===== src/verilog/fbc_pkg.sv =====
// package for the flash bus host controller: commands, timings, request kinds
// assumes a 125 MHz clock_in; all pin timing derived from it
`default_nettype none
package fbc_pkg;
    localparam int          CLK_PERIOD_NS   = 8;
    localparam int          ADDR_W          = 20;
    localparam int          DATA_W          = 8;
    // command codes
    localparam logic [7:0]  CMD_READ_ARRAY  = 8'hFF;
    localparam logic [7:0]  CMD_IDENT       = 8'h90;
    localparam logic [7:0]  CMD_READ_STATUS = 8'h70;
    localparam logic [7:0]  CMD_CLR_STATUS  = 8'h50;
    localparam logic [7:0]  CMD_ERASE_SETUP = 8'h20;
    localparam logic [7:0]  CMD_CONFIRM     = 8'hD0;
    localparam logic [7:0]  CMD_WRITE_SETUP = 8'h40;
    localparam logic [7:0]  CMD_WRITE_ALT   = 8'h10;
    localparam logic [7:0]  CMD_SUSPEND     = 8'hB0;
    // identifier addresses
    localparam logic [19:0] ID_MFR_ADDR     = 20'h00000;
    localparam logic [19:0] ID_DEV_ADDR     = 20'h00001;
    // pin timing in ns, and cycle counts (least times round up)
    localparam int          STROBE_NS       = 50;
    localparam int          ACCESS_NS       = 90;
    localparam int          RECOVER_NS      = 30;
    localparam int          WAKE_READ_NS    = 400;
    localparam int          WAKE_WRITE_NS   = 1000;
    localparam int          STROBE_CYC      =
        (STROBE_NS + CLK_PERIOD_NS - 1) / CLK_PERIOD_NS;
    localparam int          ACCESS_CYC      =
        (ACCESS_NS + CLK_PERIOD_NS - 1) / CLK_PERIOD_NS;
    localparam int          RECOVER_CYC     =
        (RECOVER_NS + CLK_PERIOD_NS - 1) / CLK_PERIOD_NS;
    localparam int          WAKE_READ_CYC   =
        (WAKE_READ_NS + CLK_PERIOD_NS - 1) / CLK_PERIOD_NS;
    localparam int          WAKE_WRITE_CYC  =
        (WAKE_WRITE_NS + CLK_PERIOD_NS - 1) / CLK_PERIOD_NS;
    localparam int          CNT_W           = 8;
    // host request kinds
    typedef enum logic [2:0] {
        FBC_OP_READ_ARRAY,
        FBC_OP_READ_ID,
        FBC_OP_READ_STATUS,
        FBC_OP_CLR_STATUS,
        FBC_OP_ERASE,
        FBC_OP_WRITE_BYTE,
        FBC_OP_SUSPEND,
        FBC_OP_RESUME
    } fbc_op_t;
endpackage
`default_nettype wire


===== src/verilog/fbc_pin_if.sv =====
// interface carrying one pin cycle request between sequencer and timer
// assumes both ends on clock_in
`default_nettype none
interface fbc_pin_if;
    logic       start;
    logic       is_write;
    logic       done;
    modport seq   (output start, output is_write, input done);
    modport timer (input start, input is_write, output done);
endinterface
`default_nettype wire


===== src/verilog/fbc_pin_timer.sv =====
// timer for one strobe cycle: strobe phase then recovery phase
// assumes start is a one-cycle pulse given only while idle
`default_nettype none
module fbc_pin_timer
    import fbc_pkg::*;
(
    // clock and reset
    input  wire logic   clock_in,
    input  wire logic   reset_in,
    // request side
    fbc_pin_if.timer    pin,
    // strobe phase indicator and one-cycle sample pulse
    output logic        strobe_out,
    output logic        sample_out
);
    logic [CNT_W-1:0] cnt_q;
    logic             rec_q;

    always_ff @(posedge clock_in or posedge reset_in) begin
        if (reset_in) begin
            cnt_q      <= '0;
            strobe_out <= 1'b0;
            rec_q      <= 1'b0;
            pin.done   <= 1'b0;
            sample_out <= 1'b0;
        end else begin
            pin.done   <= 1'b0;
            sample_out <= 1'b0;
            if (pin.start) begin
                strobe_out <= 1'b1;
                cnt_q <= pin.is_write ? CNT_W'(STROBE_CYC)
                                      : CNT_W'(ACCESS_CYC);
            end else if (cnt_q > 1) begin
                cnt_q <= cnt_q - 1'b1;
            end else if (strobe_out) begin
                // data sampled on the last strobe cycle, before release
                sample_out <= 1'b1;
                strobe_out <= 1'b0;
                rec_q      <= 1'b1;
                cnt_q      <= CNT_W'(RECOVER_CYC);
            end else if (rec_q) begin
                rec_q    <= 1'b0;
                pin.done <= 1'b1;
            end
        end
    end
endmodule
`default_nettype wire


===== src/verilog/fbc_host.sv =====
// host controller driving a parallel block-erase flash over its pins
// assumes pins are synchronous to clock_in; one request at a time
// Contract
// - read mode chosen by command first
// - read: select and output enable low
// - never both enables low together
// - wait wake delay before reading
// - wait wake delay before writing
// - identifier: address selects maker/device
// - write latched on strobe rising edge
// - FFH selects array read
`default_nettype none
module fbc_host
    import fbc_pkg::*;
#(
    parameter int WAKE_WRITE_CYCLES = WAKE_WRITE_CYC,
    parameter int WAKE_READ_CYCLES  = WAKE_READ_CYC
) (
    // clock and reset
    input  wire logic              clock_in,
    input  wire logic              reset_in,
    // user request
    input  wire logic              req_valid_in,
    input  wire fbc_op_t           req_op_in,
    input  wire logic [ADDR_W-1:0] req_addr_in,
    input  wire logic [DATA_W-1:0] req_data_in,
    input  wire logic              powerdown_req_in,
    output logic                   req_ready_out,
    output logic                   rsp_valid_out,
    output logic [DATA_W-1:0]      rsp_data_out,
    output logic                   busy_out,
    // flash pins
    output logic                   reset_powerdown_n_out,
    output logic                   chip_select_n_out,
    output logic                   output_enable_n_out,
    output logic                   write_strobe_n_out,
    output logic [ADDR_W-1:0]      address_out,
    output logic [DATA_W-1:0]      data_io_out,
    output logic                   data_io_oe_out,
    input  wire logic [DATA_W-1:0] data_io_in,
    input  wire logic              ready_busy_n_in
);
    typedef enum logic [2:0] {
        FBC_ST_DOWN, FBC_ST_WAKE, FBC_ST_IDLE, FBC_ST_CYC1,
        FBC_ST_CYC2, FBC_ST_WAIT_BUSY
    } fbc_state_t;

    fbc_state_t        state_q;
    fbc_op_t           op_q;
    logic [DATA_W-1:0] data_q;
    logic [DATA_W-1:0] cmd2_q;
    logic [11:0]       wake_q;
    logic              start_q;
    logic              is_wr_q;
    logic              strobe;
    logic              sample;
    logic              pin_act;
    fbc_pin_if         pin ();

    assign pin.start    = start_q;
    assign pin.is_write = is_wr_q;

    // strobes only inside a bus cycle: a cycle cut by powerdown must not
    // leave an enable low while the part sleeps or wakes
    assign pin_act = strobe && !powerdown_req_in
                     && (state_q == FBC_ST_CYC1 || state_q == FBC_ST_CYC2);

    fbc_pin_timer u_timer (
        .clock_in   (clock_in),
        .reset_in   (reset_in),
        .pin        (pin),
        .strobe_out (strobe),
        .sample_out (sample)
    );

    // first-cycle command for each request kind
    function automatic logic [7:0] first_cmd(input fbc_op_t op);
        case (op)
            FBC_OP_READ_ARRAY:  first_cmd = CMD_READ_ARRAY;
            FBC_OP_READ_ID:     first_cmd = CMD_IDENT;
            FBC_OP_READ_STATUS: first_cmd = CMD_READ_STATUS;
            FBC_OP_CLR_STATUS:  first_cmd = CMD_CLR_STATUS;
            FBC_OP_ERASE:       first_cmd = CMD_ERASE_SETUP;
            FBC_OP_WRITE_BYTE:  first_cmd = CMD_WRITE_SETUP;
            FBC_OP_SUSPEND:     first_cmd = CMD_SUSPEND;
            FBC_OP_RESUME:      first_cmd = CMD_CONFIRM;
            default:            first_cmd = CMD_READ_ARRAY;
        endcase
    endfunction

    // ops that go on to a second cycle (read or write)
    function automatic logic has_second(input fbc_op_t op);
        has_second = (op == FBC_OP_READ_ARRAY) || (op == FBC_OP_READ_ID)
                  || (op == FBC_OP_READ_STATUS) || (op == FBC_OP_ERASE)
                  || (op == FBC_OP_WRITE_BYTE);
    endfunction

    function automatic logic alters(input fbc_op_t op);
        alters = (op == FBC_OP_ERASE) || (op == FBC_OP_WRITE_BYTE)
              || (op == FBC_OP_RESUME);
    endfunction

    // --------------------------------------------------------------
    // sequencer
    // --------------------------------------------------------------
    always_ff @(posedge clock_in or posedge reset_in) begin
        if (reset_in) begin
            state_q       <= FBC_ST_DOWN;
            op_q          <= FBC_OP_READ_ARRAY;
            data_q        <= '0;
            cmd2_q        <= '0;
            wake_q        <= '0;
            start_q       <= 1'b0;
            is_wr_q       <= 1'b0;
            req_ready_out <= 1'b0;
            address_out   <= '0;
        end else begin
            start_q       <= 1'b0;
            req_ready_out <= 1'b0;
            case (state_q)
                FBC_ST_DOWN: begin
                    wake_q <= '0;
                    if (!powerdown_req_in) begin
                        state_q <= FBC_ST_WAKE;
                    end
                end
                FBC_ST_WAKE: begin
                    wake_q <= wake_q + 1'b1;
                    if (32'(wake_q) + 1 >= WAKE_WRITE_CYCLES &&
                        32'(wake_q) + 1 >= WAKE_READ_CYCLES) begin
                        state_q       <= FBC_ST_IDLE;
                        req_ready_out <= 1'b1;
                    end
                end
                FBC_ST_IDLE: begin
                    req_ready_out <= 1'b1;
                    // no new setup while device busy
                    if (req_valid_in && ready_busy_n_in) begin
                        req_ready_out <= 1'b0;
                        op_q        <= req_op_in;
                        data_q      <= req_data_in;
                        address_out <= req_addr_in;
                        cmd2_q      <= first_cmd(req_op_in);
                        is_wr_q     <= 1'b1;
                        start_q     <= 1'b1;
                        state_q     <= FBC_ST_CYC1;
                    end
                end
                FBC_ST_CYC1: begin
                    if (pin.done) begin
                        if (has_second(op_q)) begin
                            if (op_q == FBC_OP_ERASE) begin
                                cmd2_q <= CMD_CONFIRM;
                            end else if (op_q == FBC_OP_WRITE_BYTE) begin
                                cmd2_q <= data_q;
                            end
                            is_wr_q <= (op_q == FBC_OP_ERASE)
                                    || (op_q == FBC_OP_WRITE_BYTE);
                            start_q <= 1'b1;
                            state_q <= FBC_ST_CYC2;
                        end else begin
                            state_q <= FBC_ST_IDLE;
                        end
                    end
                end
                FBC_ST_CYC2: begin
                    if (pin.done) begin
                        state_q <= alters(op_q) ? FBC_ST_WAIT_BUSY
                                                : FBC_ST_IDLE;
                    end
                end
                // device reports completion by ready high
                FBC_ST_WAIT_BUSY: begin
                    if (ready_busy_n_in) begin
                        state_q <= FBC_ST_IDLE;
                    end
                end
                default: state_q <= FBC_ST_DOWN;
            endcase
            if (powerdown_req_in) begin
                state_q       <= FBC_ST_DOWN;
                req_ready_out <= 1'b0;
                start_q       <= 1'b0;
            end
        end
    end

    // --------------------------------------------------------------
    // pins
    // --------------------------------------------------------------
    always_ff @(posedge clock_in or posedge reset_in) begin
        if (reset_in) begin
            reset_powerdown_n_out <= 1'b0;
            chip_select_n_out     <= 1'b1;
            output_enable_n_out   <= 1'b1;
            write_strobe_n_out    <= 1'b1;
            data_io_out           <= '0;
            data_io_oe_out        <= 1'b0;
        end else begin
            reset_powerdown_n_out <= !(state_q == FBC_ST_DOWN
                                       || powerdown_req_in);
            chip_select_n_out     <= !pin_act;
            // only one enable low at a time
            // strobe release latches address and data
            write_strobe_n_out    <= !(pin_act && is_wr_q);
            output_enable_n_out   <= !(pin_act && !is_wr_q);
            data_io_oe_out        <= pin_act && is_wr_q;
            data_io_out           <= cmd2_q;
        end
    end

    // --------------------------------------------------------------
    // response
    // --------------------------------------------------------------
    always_ff @(posedge clock_in or posedge reset_in) begin
        if (reset_in) begin
            rsp_valid_out <= 1'b0;
            rsp_data_out  <= '0;
            busy_out      <= 1'b0;
        end else begin
            rsp_valid_out <= sample && !is_wr_q && state_q == FBC_ST_CYC2;
            if (sample && !is_wr_q) begin
                rsp_data_out <= data_io_in;
            end
            busy_out <= !ready_busy_n_in || state_q != FBC_ST_IDLE;
        end
    end
endmodule
`default_nettype wire


===== config.mk =====
export PLATFORM = sky130hd
export DESIGN_NAME = fbc_host
export DESIGN_NICKNAME = d
export VERILOG_FILES = /design/src/verilog/fbc_pkg.sv /design/src/verilog/fbc_pin_if.sv /design/src/verilog/fbc_pin_timer.sv /design/src/verilog/fbc_host.sv
export SDC_FILE = /design/constraint.sdc
export NUM_CORES = 1
export LEC_CHECK = 0
export BUFFER_PORTS_ARGS = -buffer_cell sky130_fd_sc_hd__clkbuf_2
export CAP_MARGIN = 20
export CORE_UTILIZATION = 49
export DETAILED_ROUTE_END_ITERATION = 7
export PLACE_DENSITY = 0.73
export SYNTH_ARGS = -nofsm -noshare
export SYNTH_HDL_FRONTEND = slang
export SYNTH_SLANG_ARGS = --single-unit

===== constraint.sdc =====
create_clock -name clock_in -period 2.7 [get_ports clock_in]
set_input_delay 0.27 -clock clock_in [delete_from_list [all_inputs] [get_ports clock_in]]
set_output_delay 0.27 -clock clock_in [all_outputs]
set_load 0.005 [all_outputs]

* Yosys cells after proc, flatten, opt, wreduce, memory -nomap -nowiden
Memory sizes are Yosys's and may differ from the RTL's.
Index checks and enable logic that the tools add are counted.
Widths: inputs -> output; s select.
** Operators by class
- Reductions and logical operators :: 34
- Bitwise operators :: 2
- Eq/ne operators :: 21
- Magnitude comparators :: 3
- Multiplexer cells :: 42
- $add $sub $neg :: 3
** Operators with widths (number)
- $mux 8 :: 8
- $ge 32x7->1 const B :: 1
- $mux 3 :: 8
- $pmux 12 s2 :: 1
- $mux 1 :: 19
- $pmux 3 s6 :: 1
- $pmux 8 s2 :: 1
- $eq 3x3->1 const B :: 5
- $add 12x1->13 const B :: 1
- $ge 13x6->1 const B :: 1
- $add 12x1->12 const B :: 1
- $reduce_and 5->1 :: 2
- $eq 3x2->1 const B :: 3
- $logic_or 1x1->1 :: 9
- $ne 3x2->1 const B :: 3
- $ne 3x3->1 const B :: 3
- $gt 8x1->1 const B :: 1
- $logic_and 1x1->1 :: 8
- $sub 8x1->8 const B :: 1
- $logic_not 1->1 :: 7
- $eq 3x1->1 const B :: 2
- $logic_not 3->1 :: 2
- $pmux 1 s2 :: 3
- $mux 4 :: 1
- 8 further kinds :: 13
** Word-level totals
- Memories kept :: 1
- ROM bits :: 64
- Register bits :: 92
- Input bits :: 44
- Output and inout bits :: 44
** Memories
- (name not given) :: depth 8, bits a word 8, read ports 1, clocked after memory_dff 0, wr ports 0, RTL line fbc_host.sv:78 : case (op)

* Logic depth before layout (Yosys ltp)
- Word-level depth :: 9
- Gate-level depth with buffers :: 7
- Gate-level depth less buffers :: 7

* Modules after synthesis
Synthesis repeated with hierarchy kept, for this count alone.
** Second synthesis, totals
- Cells, all modules :: 363
- Area total of the unflattened synthesis :: 4156.5 µm²
** Modules (own cells, without submodules)
- fbc_host :: cells an instance 299, seq. area each 2005.7 µm², area each 3517.1 µm², times used 1
- fbc_pin_timer :: cells an instance 64, seq. area each 300.3 µm², area each 639.4 µm², times used 1

* Worst setup path after synthesis
Ideal clock, no wire load.
- Path type :: reg2reg
- Start :: reg u_timer.cnt_q[4]
- End :: reg u_timer.rec_q
- Arrival :: 1.889 ns
- Cell stages (with the launch flop) :: 5
- Path buffers :: 0
- Setup slack :: 0.686 ns
- Required time :: 2.575 ns
- Setup time :: 0.125 ns
- Cell sequence :: dfrtp_1 -> or4_4 -> or4_4 -> nor2_1 -> mux2_2
** On the way
- Word-level cells in the longest chain between the ends :: 3
** Ends and longest elaborated chain
- start, declared :: RTL line fbc_pin_timer.sv:16 : logic [CNT_W-1:0] cnt_q;
- start signal, assigned :: RTL line fbc_pin_timer.sv:31 : cnt_q <= pin.is_write ? CNT_W'(STROBE_CYC)
- start signal, assigned :: RTL line fbc_pin_timer.sv:34 : cnt_q <= cnt_q - 1'b1;
- start signal, assigned :: RTL line fbc_pin_timer.sv:40 : cnt_q <= CNT_W'(RECOVER_CYC);
- $gt 8x1->1 :: RTL line fbc_pin_timer.sv:33 : end else if (cnt_q > 1) begin
- $not 1->1 (no source line)
- $reduce_and 2->1 (no source line)
- end signal, assigned :: RTL line fbc_pin_timer.sv:23 : rec_q <= 1'b0;
- end signal, assigned :: RTL line fbc_pin_timer.sv:39 : rec_q <= 1'b1;
- end signal, assigned :: RTL line fbc_pin_timer.sv:42 : rec_q <= 1'b0;
- end, declared :: RTL line fbc_pin_timer.sv:17 : logic rec_q;
Every way passes these cells.
A chain may end at the register's enable or synchronous reset.

* Worst setup path after layout
- Start :: reg u_timer.cnt_q[4]
- End :: reg u_timer.cnt_q[1]
** On the way
- Word-level cells in the longest chain between the ends :: 3
- Elaborated cells on any way between the ends :: 4
- Those cells by class :: 1 x order compare; 2 x mux; 1 x reduce/logical
** Ends and longest elaborated chain
- $gt 8x1->1 (*) :: RTL line fbc_pin_timer.sv:33
- $mux 8 :: RTL line fbc_pin_timer.sv:33
- $mux 8 :: RTL line fbc_pin_timer.sv:29 : if (pin.start) begin
Mark *: on every way between the ends. The rest lies on a longest branch, timed or not.

==> results.json <==
{
  "status": "finished clean",
  "die_y_um": 92.42,
  "r2r_end": "u_timer.cnt_q[1]",
  "cts.clk_slew.worst_paths_ns": 0.10,
  "first_global_vias": 2885,
  "place_hpwl_um": 5567,
  "reg2reg_depth": 4,
  "post-cts-setup-buffer-count": 0,
  "cts_sinks": 92,
  "endpoint_kind": "register",
  "slew_headroom_pct": 43.96,
  "synth_top_area_share_pct": 55.59,
  "drt-wirelength-per-cell_um": 13.97,
  "die_w_um": 92.42,
  "synth_area_leaders": "dfrtp_1 56%, mux2_2 11%, o21ai_0 3.7%, nand2_1 3.0%, a21oi_1 2.4%",
  "core_area_um2": 7807,
  "syn_area_um2": 4006,
  "min_period_over_period_pct": 79.59,
  "crit_family": "simple AND/OR/NAND/NOR gates",
  "htreeDepth": 3,
  "synthFlopType": "dfrtp_1",
  "placedCellCount": 538,
  "critPathArrivalTime_ns": 2.42,
  "power.density_nw_per_um2": 907.2,
  "ys_seq_elements": 92,
  "antenna_found_initial": 0,
  "start_util_pct": 51.31,
  "ys_types": 44,
  "period_minus_slack_ns": 2.149,
  "grt_start_max_net_pins": 42,
  "cts_buffers": 9,
  "yosysWarnings": 0,
  "clockRootBuffer": "clkbuf_8",
  "peakVddDrop_mv": 0.4861,
  "fmax_mhz": 465.3,
  "drc": 0,
  "clock_tree.buffer_depth": 2,
  "startpoint_type": "register",
  "critPathCapture": "u_timer.cnt_q[1]",
  "crit_slowest_cell": "nor4_1",
  "leakage_uw": 0.002311,
  "drv_slew": 0,
  "stdcell_count": 555,
  "port_buffers": 87,
  "total_power_uw": 4372,
  "finalHoldViolCount": 0,
  "r2r_slack_ns": 0.55,
  "min-delay-start": "req_addr_in[8]",
  "crit_buf_inv": 0,
  "cts_tree": "built",
  "critPathKind": "register to register",
  "tightest_slew_ns": 0.8329,
  "layout_common_cells": "89 x dfrtp_1, 87 x clkbuf_2, 40 x mux2_2",
  "finalSetupViolCount": 0,
  "diodes": 0,
  "dieArea_um2": 8541,
  "syn_inst": 355,
  "dr.pass1.iters": 4,
  "fin_setup_tns_ns": 0,
  "cpPeakStageDelay_ns": 0.71,
  "routabilityCongestion": 0.8719,
  "fin_skew_ns": 0.01284,
  "r2r-start": "u_timer.cnt_q[4]",
  "startpoint": "u_timer.cnt_q[4]",
  "grt-ovfl-total": 0,
  "ant_nets": 0,
  "crit_fanout": 6,
  "min_path_type": "input pin to register",
  "area_growth_syn_to_layout_pct": 20.30,
  "gr-usage-all-layers_pct": 19.54,
  "rsz0062_at_grt": "no",
  "drt_iter0_drc": 133,
  "viasPerCell": 5.382,
  "clk-insertion-delay-late_ns": 0.37,
  "ys_seq_area_share_pct": 57.56,
  "grt_pass1_wl_um": 13210,
  "layout-drive-gt1-share_pct": 36.20,
  "maxCapViolations": 0,
  "syn-mean-instance-area_um2": 11.29,
  "synthArstFlopShare_pct": 100.0,
  "cp_cell_sequence": "or4_4, nor4_1, o21ai_0, o21a_1",
  "dr_total_vias": 2987,
  "worstPathRequired_ns": 2.97,
  "rows": 32,
  "yosys.area.top_type": "dfrtp_1",
  "mostFrequentLayoutCell": "dfrtp_1",
  "final_nets": 498,
  "postSynthNetCount": 405,
  "wl_um": 7754,
  "crit_cells": 4,
  "hold_depth": 2,
  "synth-edff-count": 0,
  "io_pins": 88
}
[kinds of logic (layout without fill, tap and decap cells)]
kind of cell	Yosys count	in the layout	synth area share (%)
xor+xnor	3	3	0.6560
flops	92	92	57.56
simple gates	110	110	14.30
fa+ha+maj	6	6	1.874
compound gates	72	72	10.56
mux	45	45	12.49
buf+inv	27	125	2.561
[per-stage QoR]
step | setup slack [ns] | util, % | hold slack, ns | area [um^2]
after detailed placement | 0.5980 | 58.86 | 0.3597 | 4596
after floorplan | 0.04300 | - | 0.3331 | 4006
after CTS | 0.5680 | 61.73 | 0.1128 | 4820
after global placement | 0.6259 | 58.86 | 0.3594 | 4596
after global routing | 0.3586 | 61.73 | 0.1206 | 4820
final | 0.5510 | 61.73 | 0.1293 | 4820
[final cells by class]
type	count	area [um^2]
Tap cell	102	127.6
Multi-Input combinational cell	236	1600
Inverter	12	46.29
Clock inverter	7	90.09
Timing Repair Buffer	97	525.5
Sequential cell	92	2306
Clock buffer	9	123.9
Fill cell	644	2988
[repair_timing]
item | 4_1_cts | 5_1_grt
gates resized for setup | 0 | 0
endpoints found under the hold margin | 24 | 0
hold buffers | 1 | 0
[synthesized netlist by cell type, types with 2 or more instances]
cell      count
nand3_1       8
nand2_1      32
mux2_2       40
or4_4         2
nor4_1        3
dfrtp_1      89
o21a_1        3
or3_1         4
nand2b_1      4
and4_1        2
mux2i_1       5
xor2_1        2
a21oi_1      19
a41o_1        2
o22ai_1       3
nor2_1       22
nor2b_1       5
and2_1        4
a211oi_1      2
clkbuf_1     14
inv_1        12
o31ai_1       7
dfstp_2       3
nand4_1       7
nor3_1        3
nor3b_1       3
and3_1        3
ha_1          6
o21ai_0      30
nand3b_1      2
[worst min path at each step]
stage | end
after global routing | address_out[12]
after CTS | address_out[10]
after detailed placement | data_io_out[3]
after floorplan | reset_powerdown_n_out
final | address_out[8]
after global placement | data_io_out[2]
[layer usage]
layer,GRT usage (%),share of wire (%),up-vias
met2,30.49,44,107
met5,0,0,-
met3,4.351,7.1,8
met4,7.943,1.1,0
li1,-,-,1447
met1,26.53,48,1425
[registers in the layout (all words and copies together), names as in the netlist, 3 cells and up]
signal	count
address_out	20
wake_q	12
cmd2_q	8
data_io_out	8
data_q	8
rsp_data_out	8
u_timer.cnt_q	8
op_q	3
state_q	3
[power breakdown]
group	internal [uW]	switching, uW
clock network	454	534
registers	1840	316
logic	655	573
Power figures use the tool's default switching activity.
